[src/core/ditf_defs.svh]
// offsets, field positions, reset values and timing counts
`ifndef DITF_DEFS_SVH
`define DITF_DEFS_SVH

`define DITF_A_ASSIGN_LO   8'h00
`define DITF_A_ASSIGN_HI   8'h04
`define DITF_A_CTRL        8'h08
`define DITF_A_PI_PROP     8'h0C
`define DITF_A_PI_INT      8'h10
`define DITF_A_PROP_ONLY   8'h14
`define DITF_A_RESP        8'h18
`define DITF_A_STEP        8'h1C
`define DITF_A_STATUS      8'h20
`define DITF_A_PCOUNT      8'h24
`define DITF_A_FREQ        8'h28
`define DITF_A_HELD        8'h2C

`define DITF_F_METH1       0
`define DITF_F_METH2       8
`define DITF_F_METH3       16
`define DITF_F_UDMEM       24
`define DITF_F_MOTOR       25

`define DITF_CODE_COMP     8'h2B
`define DITF_CODE_HOLD     8'h41
`define DITF_CODE_PULSE_COUNT_INPUT     8'h4A
`define DITF_CODE_PCC      8'h4B
`define DITF_METH_SLV      8'h03
`define DITF_METH_ZSLV     8'h04
`define DITF_METH_SENSOR   8'h05
`define DITF_GAIN_MAX      14'h2710
`define DITF_GAIN_RST      14'h03E8
`define DITF_STEP_RST      16'h0064

`define DITF_CLK_MHZ       40
`define DITF_TICK_US       2000
`define DITF_TICK_CYC      (`DITF_TICK_US * `DITF_CLK_MHZ)
`define DITF_SETTLE        3'h4

`endif

[src/core/ditf_pkg.sv]
// types shared by the terminal function block
package ditf_pkg;

    typedef enum logic [1:0] {
        DITF_SETTLE_ST,
        DITF_TAKE_BASE,
        DITF_TAKE_ADJ,
        DITF_RUN
    } ditf_state_type;

    typedef struct packed {
        logic [8:0]     s1;
        logic [8:0]     s2;
        logic [8:0]     s3;
        logic [8:0]     term;
        logic [16:0]    tick_cnt;
        logic [7:0]     flt_cnt;
        logic           pulse_flt;
        logic           pulse_prev;
        logic [31:0]    pcount;
        logic [63:0]    codes;
        logic [31:0]    ctrl;
        logic [13:0]    gain_pp;
        logic [13:0]    gain_pi;
        logic [13:0]    gain_po;
        logic [7:0]     resp;
        logic [15:0]    step;
        ditf_state_type st;
        logic [2:0]     settle;
        logic           hold_prev;
        logic           adj_pend;
        logic [15:0]    held;
        logic [15:0]    offset;
        logic [15:0]    freq;
        logic [31:0]    prdata;
    } ditf_regs_type;

    typedef struct packed {
        logic [15:0]    w0;
        logic [15:0]    w1;
        logic [15:0]    rdata;
    } ditf_mem_type;

endpackage : ditf_pkg

[src/core/ditf_top.sv]
// input terminal functions: comp mode select, analog hold, pulse counter
//
// Added by the designer: the APB register port and the register addresses.
`timescale 1ns/10ps
`include "ditf_defs.svh"

module ditf_top #(
    parameter logic [16:0] TICK_CYC = 17'(`DITF_TICK_CYC)
) (
    // clock and reset
    input  wire logic        clk,
    input  wire logic        rst,
    // apb slave
    input  wire logic        psel,
    input  wire logic        penable,
    input  wire logic        pwrite,
    input  wire logic [7:0]  paddr,
    input  wire logic [31:0] pwdata,
    output logic      [31:0] prdata,
    output logic             pready,
    output logic             pslverr,
    // terminal pins
    input  wire logic [7:0]  input_terminal,
    input  wire logic        reset_terminal,
    // analog and up/down command, same clock
    input  wire logic [15:0] analog_cmd,
    input  wire logic        updown_up,
    input  wire logic        updown_down,
    // to speed loop
    output logic      [15:0] freq_cmd,
    output logic             prop_only_mode,
    output logic             integral_enable,
    output logic      [13:0] loop_gain,
    output logic      [31:0] pulse_count_monitor
);

    ditf_pkg::ditf_regs_type r_r;
    ditf_pkg::ditf_regs_type r_nxt;

    logic        setup;
    logic        wr_acc;
    logic        bad_addr;
    logic        bad_gain;
    logic [3:0]  hit_comp;
    logic [3:0]  hit_hold;
    logic [3:0]  hit_pulse_count_input;
    logic [3:0]  hit_pcc;
    logic        comp_mode_select_input;
    logic        analog_hold_input;
    logic        pulse_count_input;
    logic        pulse_count_clear_input;
    logic        meth_ok;
    logic        tick;
    logic [7:0]  meth;
    logic        mem_we;
    logic        mem_waddr;
    logic [15:0] mem_wdata;
    logic        mem_raddr;
    logic [15:0] mem_rdata;
    logic [16:0] sum;

    // lowest numbered terminal wins if a code is given twice
    function automatic logic [3:0] find_code(input logic [63:0] codes,
                                             input logic [7:0]  code);
        logic [3:0] res;
        res = 4'h0;
        for (int i = 7; i >= 0; i--) begin
            if (codes[i*8 +: 8] == code) begin
                res = {1'b1, 3'(i)};
            end
        end
        return res;
    endfunction : find_code

    function automatic logic gain_ok(input logic [31:0] v);
        return v <= 32'(`DITF_GAIN_MAX);
    endfunction : gain_ok

    assign hit_comp = find_code(r_r.codes, `DITF_CODE_COMP);
    assign hit_hold = find_code(r_r.codes, `DITF_CODE_HOLD);
    assign hit_pulse_count_input = find_code(r_r.codes, `DITF_CODE_PULSE_COUNT_INPUT);
    assign hit_pcc  = find_code(r_r.codes, `DITF_CODE_PCC);
    assign comp_mode_select_input  = hit_comp[3] & r_r.term[hit_comp[2:0]];
    assign analog_hold_input       = hit_hold[3] & r_r.term[hit_hold[2:0]];
    assign pulse_count_input       = hit_pulse_count_input[3] & r_r.term[hit_pulse_count_input[2:0]];
    assign pulse_count_clear_input = hit_pcc[3] & r_r.term[hit_pcc[2:0]];

    // method of the active motor set; third set offers no switchable code at motor 2, but takes SLV/ZSLV codes at motor 3
    always_comb begin
        case (r_r.ctrl[`DITF_F_MOTOR +: 2])
            2'h0:    meth = r_r.ctrl[`DITF_F_METH1 +: 8];
            2'h1:    meth = r_r.ctrl[`DITF_F_METH2 +: 8];
            default: meth = r_r.ctrl[`DITF_F_METH3 +: 8];
        endcase
        meth_ok = 1'b0;
        if (meth == `DITF_METH_SLV || meth == `DITF_METH_ZSLV) begin
            meth_ok = (r_r.ctrl[`DITF_F_MOTOR +: 2] != 2'h2);
        end else if (meth == `DITF_METH_SENSOR) begin
            meth_ok = (r_r.ctrl[`DITF_F_MOTOR +: 2] == 2'h0);
        end
    end

    assign setup    = psel && !penable;
    assign wr_acc   = psel && penable && pwrite;
    assign bad_gain = pwrite && !gain_ok(pwdata)
                    && (paddr == `DITF_A_PI_PROP || paddr == `DITF_A_PI_INT
                        || paddr == `DITF_A_PROP_ONLY);
    always_comb begin
        bad_addr = 1'b0;
        if (paddr[1:0] != 2'h0) begin
            bad_addr = 1'b1;
        end else if (paddr > `DITF_A_HELD) begin
            bad_addr = 1'b1;
        end else if (pwrite && paddr >= `DITF_A_STATUS) begin
            bad_addr = 1'b1;
        end
    end
    assign pready  = 1'b1;
    assign pslverr = psel && penable && (bad_addr || bad_gain);
    assign tick    = (r_r.tick_cnt == TICK_CYC - 17'h00001);
    assign sum     = 17'(r_r.held) + {r_r.offset[15], r_r.offset};

    always_comb begin
        r_nxt     = r_r;
        mem_we    = 1'b0;
        mem_waddr = 1'b0;
        mem_wdata = r_r.offset;
        mem_raddr = (r_r.st == ditf_pkg::DITF_TAKE_BASE) ? 1'b0 : 1'b1;

        // pins: the third stage must agree with the second before use
        r_nxt.s1 = {reset_terminal, input_terminal};
        r_nxt.s2 = r_r.s1;
        r_nxt.s3 = r_r.s2;
        for (int i = 0; i < 9; i++) begin
            if (r_r.s2[i] == r_r.s3[i]) begin
                r_nxt.term[i] = r_r.s3[i];
            end
        end

        // response filter: level must differ for resp+1 ticks of 2 ms;
        // any return to the old level restarts it, so fast trains cannot
        // alias through the tick sampling
        r_nxt.tick_cnt = tick ? 17'h00000 : r_r.tick_cnt + 17'h00001;
        if (pulse_count_input == r_r.pulse_flt) begin
            r_nxt.flt_cnt = 8'h00;
        end else if (tick) begin
            if (r_r.flt_cnt == r_r.resp) begin
                r_nxt.pulse_flt = pulse_count_input;
                r_nxt.flt_cnt   = 8'h00;
            end else begin
                r_nxt.flt_cnt = r_r.flt_cnt + 8'h01;
            end
        end
        r_nxt.pulse_prev = r_r.pulse_flt;
        if (pulse_count_clear_input) begin
            r_nxt.pcount = 32'h00000000;
        end else if (r_r.pulse_flt && !r_r.pulse_prev) begin
            r_nxt.pcount = r_r.pcount + 32'h00000001;
        end

        // apb: read data captured in setup, writes at the access edge
        if (setup) begin
            if (paddr == `DITF_A_ASSIGN_LO) begin
                r_nxt.prdata = r_r.codes[31:0];
            end else if (paddr == `DITF_A_ASSIGN_HI) begin
                r_nxt.prdata = r_r.codes[63:32];
            end else if (paddr == `DITF_A_CTRL) begin
                r_nxt.prdata = r_r.ctrl;
            end else if (paddr == `DITF_A_PI_PROP) begin
                r_nxt.prdata = {18'h00000, r_r.gain_pp};
            end else if (paddr == `DITF_A_PI_INT) begin
                r_nxt.prdata = {18'h00000, r_r.gain_pi};
            end else if (paddr == `DITF_A_PROP_ONLY) begin
                r_nxt.prdata = {18'h00000, r_r.gain_po};
            end else if (paddr == `DITF_A_RESP) begin
                r_nxt.prdata = {24'h000000, r_r.resp};
            end else if (paddr == `DITF_A_STEP) begin
                r_nxt.prdata = {16'h0000, r_r.step};
            end else if (paddr == `DITF_A_STATUS) begin
                r_nxt.prdata = {15'h0000, r_r.term, 5'h00,
                                analog_hold_input, meth_ok, prop_only_mode};
            end else if (paddr == `DITF_A_PCOUNT) begin
                r_nxt.prdata = r_r.pcount;
            end else if (paddr == `DITF_A_FREQ) begin
                r_nxt.prdata = {16'h0000, r_r.freq};
            end else if (paddr == `DITF_A_HELD) begin
                r_nxt.prdata = {r_r.offset, r_r.held};
            end else begin
                r_nxt.prdata = 32'h00000000;
            end
        end
        if (wr_acc && !bad_addr && !bad_gain) begin
            if (paddr == `DITF_A_ASSIGN_LO) begin
                r_nxt.codes[31:0] = pwdata;
            end else if (paddr == `DITF_A_ASSIGN_HI) begin
                r_nxt.codes[63:32] = pwdata;
            end else if (paddr == `DITF_A_CTRL) begin
                r_nxt.ctrl = {5'h00, pwdata[26:0]};
            end else if (paddr == `DITF_A_PI_PROP) begin
                r_nxt.gain_pp = pwdata[13:0];
            end else if (paddr == `DITF_A_PI_INT) begin
                r_nxt.gain_pi = pwdata[13:0];
            end else if (paddr == `DITF_A_PROP_ONLY) begin
                r_nxt.gain_po = pwdata[13:0];
            end else if (paddr == `DITF_A_RESP) begin
                r_nxt.resp = pwdata[7:0];
            end else if (paddr == `DITF_A_STEP) begin
                r_nxt.step = pwdata[15:0];
            end
        end

        // hold and up/down
        r_nxt.hold_prev = analog_hold_input;
        r_nxt.adj_pend  = 1'b0;
        case (r_r.st)
            ditf_pkg::DITF_SETTLE_ST: begin
                // wait for the pin synchronisers before looking at hold
                r_nxt.settle = r_r.settle + 3'h1;
                if (r_r.settle == `DITF_SETTLE) begin
                    r_nxt.st = ditf_pkg::DITF_TAKE_BASE;
                end
            end
            ditf_pkg::DITF_TAKE_BASE: begin
                r_nxt.st = ditf_pkg::DITF_TAKE_ADJ;
            end
            ditf_pkg::DITF_TAKE_ADJ: begin
                r_nxt.held = mem_rdata;
                r_nxt.st   = ditf_pkg::DITF_RUN;
            end
            ditf_pkg::DITF_RUN: begin
                r_nxt.st = ditf_pkg::DITF_RUN;
            end
            default: r_nxt.st = ditf_pkg::DITF_SETTLE_ST;
        endcase
        if (r_r.st == ditf_pkg::DITF_TAKE_ADJ) begin
            // offset is cleared in this state; the stored adjustment word is never read back
            r_nxt.offset = 16'h0000;
        end
        if (r_r.st == ditf_pkg::DITF_RUN) begin
            if (analog_hold_input && !r_r.hold_prev) begin
                r_nxt.held     = analog_cmd;
                r_nxt.offset   = 16'h0000;
                r_nxt.adj_pend = r_r.ctrl[`DITF_F_UDMEM];
                mem_we         = 1'b1;
                mem_wdata      = analog_cmd;
            end else if (analog_hold_input && (updown_up ^ updown_down))
            begin
                r_nxt.offset = updown_up ? r_r.offset + r_r.step
                                         : r_r.offset - r_r.step;
                r_nxt.adj_pend = r_r.ctrl[`DITF_F_UDMEM];
            end else if (r_r.adj_pend) begin
                mem_we    = 1'b1;
                mem_waddr = 1'b1;
            end
        end
        if (!analog_hold_input) begin
            r_nxt.freq = analog_cmd;
        end else if (sum[16]) begin
            r_nxt.freq = r_r.offset[15] ? 16'h0000 : 16'hFFFF;
        end else begin
            r_nxt.freq = sum[15:0];
        end

        // device reset through the terminal clears count, restarts restore
        if (r_r.term[8]) begin
            r_nxt.pcount = 32'h00000000;
            r_nxt.st     = ditf_pkg::DITF_SETTLE_ST;
            r_nxt.settle = 3'h0;
        end
    end

    always_ff @(posedge clk) begin
        if (rst) begin
            r_r        <= '0;
            r_r.gain_pp <= `DITF_GAIN_RST;
            r_r.gain_pi <= `DITF_GAIN_RST;
            r_r.gain_po <= `DITF_GAIN_RST;
            r_r.step   <= `DITF_STEP_RST;
            r_r.st     <= ditf_pkg::DITF_SETTLE_ST;
        end else begin
            r_r <= r_nxt;
        end
    end

    ditf_mem u_mem (
        .clk   (clk),
        .rst   (rst),
        .we    (mem_we),
        .waddr (mem_waddr),
        .wdata (mem_wdata),
        .raddr (mem_raddr),
        .rdata (mem_rdata)
    );

    // held value survives reset; off-hold restore uses the stored base
    assign prop_only_mode = meth_ok && comp_mode_select_input;
    assign integral_enable = !prop_only_mode;
    assign loop_gain = prop_only_mode ? r_r.gain_po : r_r.gain_pp;
    assign freq_cmd            = r_r.freq;
    assign prdata              = r_r.prdata;
    assign pulse_count_monitor = r_r.pcount;
endmodule : ditf_top

[src/core/ditf_mem.sv]
// two-word store for the held command and its up/down adjustment
`timescale 1ns/10ps
`include "ditf_defs.svh"

module ditf_mem (
    // clock
    input  wire logic        clk,
    input  wire logic        rst,
    // write port
    input  wire logic        we,
    input  wire logic        waddr,
    input  wire logic [15:0] wdata,
    // read port
    input  wire logic        raddr,
    output logic      [15:0] rdata
);

    ditf_pkg::ditf_mem_type m_r;
    ditf_pkg::ditf_mem_type m_nxt;

    always_comb begin
        m_nxt = m_r;
        if (we && !waddr) begin
            m_nxt.w0 = wdata;
        end
        if (we && waddr) begin
            m_nxt.w1 = wdata;
        end
        m_nxt.rdata = raddr ? m_r.w1 : m_r.w0;
    end

    // the words model nonvolatile cells: reset leaves them untouched
    always_ff @(posedge clk) begin
        m_r.w0 <= m_nxt.w0;
        m_r.w1 <= m_nxt.w1;
        if (rst) begin
            m_r.rdata <= 16'h0000;
        end else begin
            m_r.rdata <= m_nxt.rdata;
        end
    end

    assign rdata = m_r.rdata;

endmodule : ditf_mem

[config.mk]
export PLATFORM = sky130hd
export DESIGN_NAME = ditf_top
export DESIGN_NICKNAME = d
export VERILOG_FILES = /design/src/core/ditf_pkg.sv /design/src/core/ditf_top.sv /design/src/core/ditf_mem.sv
export VERILOG_INCLUDE_DIRS = /design/src /design/src/core
export SDC_FILE = /design/constraint.sdc
export NUM_CORES = 1
export LEC_CHECK = 0
export BUFFER_PORTS_ARGS = -buffer_cell sky130_fd_sc_hd__buf_2
export CAP_MARGIN = 40
export CORE_MARGIN = 2
export CORE_UTILIZATION = 60
export DETAILED_ROUTE_END_ITERATION = 10
export PLACE_DENSITY = 0.8
export SLEW_MARGIN = 20
export SYNTH_ARGS = -nofsm -noshare
export SYNTH_HDL_FRONTEND = slang
export SYNTH_HIERARCHICAL = 1
export SYNTH_SLANG_ARGS = --single-unit
[constraint.sdc]
create_clock -name clk -period 4.37 [get_ports clk]
set_input_delay 0.874 -clock clk [delete_from_list [all_inputs] [get_ports clk]]
set_output_delay 0.874 -clock clk [all_outputs]
set_load 0.05 [all_outputs]
==> out/qor.csv <==
stage,metric,value,unit
run_status,status,"finished, violations left",
run_status,failing checks,negative setup slack,
global_route,Tot GR Track Use,0.3528,
yosys,Post-synth EDFFs,32,
floorplan,Initial Util,0.6138,
worst_setup_path,Critical Path Source Type,flop,
yosys,Post-Synth Adder-Cell Area,0.03252,
yosys,fraction of registers with async set/reset,0,
yosys,Synth Register Bits,387,
global_route,first-pass GRT wire length,91.76,mm
timing,Slew HR,0.4844,
hold_path,Min-Delay Path Class,flop to flop,
worst_setup_path,Crit path required time,3.50,ns
power,Total Power,7.547,mW
yosys,Post-synth top flop,dfxtp_1,
timing,RSZ-0062 raised after global routing,true,
yosys,mapped cell area,19470,um^2
cts,Clock Latency Late Sink,0.55,ns
power,Power Density,347.4,nW/um^2
hold_path,hold_sp,r_nxt[330],
worst_setup_path,Crit Path Class,flop to output port,
power,largest vdd supply drop,0.2829,mV
yosys,Avg Inst Size Synth,9.205,um^2
global_route,total congestion overflow,0,
place,hpwl dp,44.16,mm
place,Port Buf Inserts,168,
yosys,Ys Warns,6,
yosys,Synth Area in Compound Gates,0.1444,
timing,Worst Tran Pin Value,0.7540,ns
timing,clk_skew,0.01701,ns
timing,count of pins over their slew limit,0,
cts,cts bufs inserted,41,
drt,met2 wire len,27.22,mm
yosys,sequential area share after synthesis,0.4144,
power,combinational power share,0.069,
cts,Clock Tree Buf Depth,3,
drt,met3 wire len,6.298,mm
floorplan,I/O pins,170,
floorplan,die area,33900,um^2
yosys,xor-xnor portion of the synthesized cell area,0.04679,
timing,Final Cycle Share,1.052,
worst_setup_path,CP bufs+invs,3,
timing,final hold vios,0,
drt,drt total wl,61.01,mm
floorplan,# rows,65,
final_layout,share of layout cells above drive strength 1,0.1666,
worst_setup_path,worst path cell trace,"or3_4, or4b_4, o32ai_2, a21boi_1, o21ai_2, mux2i_1, o22ai_2, o41ai_4, buf_4, buf_12, mux2_4, buf_8",
worst_setup_path,worst r2r src,r_r[87],
drt,drt drc,0,
drt,Top Layer Used,met4,
cts,Worst-path clk slew,0.06,ns
global_route,largest net degree at the start of global routing,80,
drt,met1 wire length,24.30,mm
global_route,vias in the first global route,15850,
drt,DR iter-0 viols,1682,
floorplan,Std-Cell Core Area,31720,um^2
drt,Vias/cell,6.477,
global_route,initial antenna violation count,2,
yosys,"Net Count, Synth",2226,
power,Clock power frac,0.442,
yosys,Post-Syn Instances,2115,
timing,Tmin final,4.597,ns
flow_run,max-cap viol count,0,
timing,Final WS setup,-0.2268,ns
worst_setup_path,Worst Setup End Kind,output port,
yosys,"Distinct cells, synth",84,
cts,H-Tree Depth,2,
worst_setup_path,Worst Setup SP,r_r[248],
worst_setup_path,Worst Path Max Fanout,8,
power,Reg power frac,0.489,
drt,drt wl/cell,23.51,um
worst_setup_path,CP max stage cell,or4b_4,
power,Pint,5.717,mW
power,Pleak,8.714,nW
drt,via count,16810,
cts,CTS Hold Bufs,0,
place,Placer Congestion,1.008,
final_layout,"Area growth, synth to finish",11.59,%
yosys,largest family of logic cells by synthesized area,simple AND/OR/NAND/NOR gates,
timing,Final Setup Violations,14,
power,switching part of the total,0.2425,
worst_setup_path,Worst Path Arrival,3.72,ns
cts,clk sinks,387,
floorplan,Die Span Y,184.1,um
final_layout,# nets final,2274,
worst_setup_path,Top delay family on crit path,simple AND/OR/NAND/NOR gates,
power,sw power,1.830,mW
worst_setup_path,max incr delay on CP,0.54,ns
yosys,simple-gate share of the synthesized area,0.1797,
timing,Max Clock Freq,217.5,MHz
floorplan,die outline width,184.1,um
cts,TritonCTS clock tree,built,
drt,Initial DRT Pass Iterations,8,
timing,Worst Hold Slack,0.4325,ns
yosys,mux contribution to synthesized area,0.1125,
cts,CTS Root Cell,clkbuf_16,
drt,ANT nets after route,0,
synthesized netlist by cell type, types with 15 or more instances:
cell | count | share of area
mux2_1 | 25 | 0.014
or3_1 | 16 | 0.0051
nor2_1 | 325 | 0.063
nand3_1 | 62 | 0.016
a221oi_1 | 18 | 0.0081
a222oi_1 | 23 | 0.012
edfxtp_1 | 32 | 0.049
o21ai_0 | 45 | 0.012
a22o_1 | 17 | 0.0076
a21oi_1 | 61 | 0.016
a211o_1 | 25 | 0.011
inv_1 | 25 | 0.0048
nand4_1 | 15 | 0.0048
nand2_1 | 80 | 0.015
buf_1 | 15 | 0.0029
nor3_1 | 39 | 0.010
clkbuf_1 | 103 | 0.020
a22oi_1 | 44 | 0.017
ha_1 | 37 | 0.024
buf_4 | 97 | 0.037
nand2b_1 | 20 | 0.0064
xnor2_1 | 37 | 0.017
xor2_1 | 67 | 0.030
mux2i_1 | 184 | 0.095
nor2b_1 | 74 | 0.024
a211oi_1 | 38 | 0.015
nor4_1 | 19 | 0.0061
dfxtp_1 | 355 | 0.37
through the flow:
step	util	setup TNS, ns	setup WS, ns	instance area (um^2)	std cells
floorplan	-	0	0.1299	19470	2115
global placement	0.6329	0	0.3010	20070	2511
detailed placement	0.6344	0	0.1677	20120	2515
CTS	0.6825	-3.151	-0.2368	21650	2592
global route	0.6848	-3.476	-0.2602	21720	2593
finish	0.6850	-2.963	-0.2268	21730	2595
power by group through the flow:
stage / Combinational, mW / Sequential [mW] / Clock (mW)
4_1_cts: 0.513 / 3.69 / 3.36
2_1_floorplan: 0.413 / 3.74 / 0
3_3_place_gp: 0.497 / 3.76 / 0
3_5_place_dp: 0.510 / 3.77 / 0
6_report: 0.520 / 3.69 / 3.33
5_1_grt: 0.553 / 3.70 / 3.51
kinds of logic (layout without fill, tap and decap cells):
logic type,after synthesis,after routing
AO/OA/AOI/OAI,378,378
XOR/XNOR,104,104
adder cells (fa/ha/maj),52,52
buffers and inverters,252,328
flip-flops,387,387
multiplexers,215,215
other,1,3
AND/OR/NAND/NOR,726,726
path summary, 6_finish.rpt:
path | to | slack (ns) | cells after the start
worst max-delay path | loop_gain[2] | -0.23 | 12
worst min-delay path | r_nxt[321] | 0.43 | 1
worst max register to register | r_r[62] | 0.61 | 14
worst min register to register | r_nxt[321] | 0.43 | 1
routing by layer:
layer | track usage | up-vias
met2 | 0.5564 | 990
met3 | 0.08101 | 219
met1 | 0.4540 | 8018
li1 | - | 7580
met5 | 0 | -
met4 | 0.1792 | 0
state kept, by name, indices dropped and copies added (netlist names):
signal               count
pulse_count_monitor     32
prdata                  32
r_r                    240
u_mem/rdata             16
freq_cmd                16
u_mem/m_r               32
r_nxt                   19
timing repair:
item	CTS	global route
setup buffers	5	1
gates resized for setup	59	12
gates cloned	1	0
pin swaps	6	7
setup endpoints to repair	15	16
layout by cell type, fill, tap and decap left out, types with 32 or more instances in the layout:
cell	n
mux2i_1	183
o21ai_0	45
a22oi_1	44
buf_4	54
xor2_1	67
a21oi_1	61
clkbuf_16	43
dfxtp_1	353
nand3_1	62
ha_1	37
nor2_1	320
edfxtp_1	32
nor3_1	38
nand2_1	80
a211oi_1	38
buf_2	153
nor2b_1	72
xnor2_1	37
final cells by class:
type,count,area [um^2]
antenna,2,5.005
sequential,387,8070
timing repair buffer,232,1524
multi-input combinational,1476,10250
clock buffer,52,1150
inverter,25,93.84
tap,402,503.0
fill,2450,9992
clock inverter,19,125.1
(Power assumes the default switching activity.)
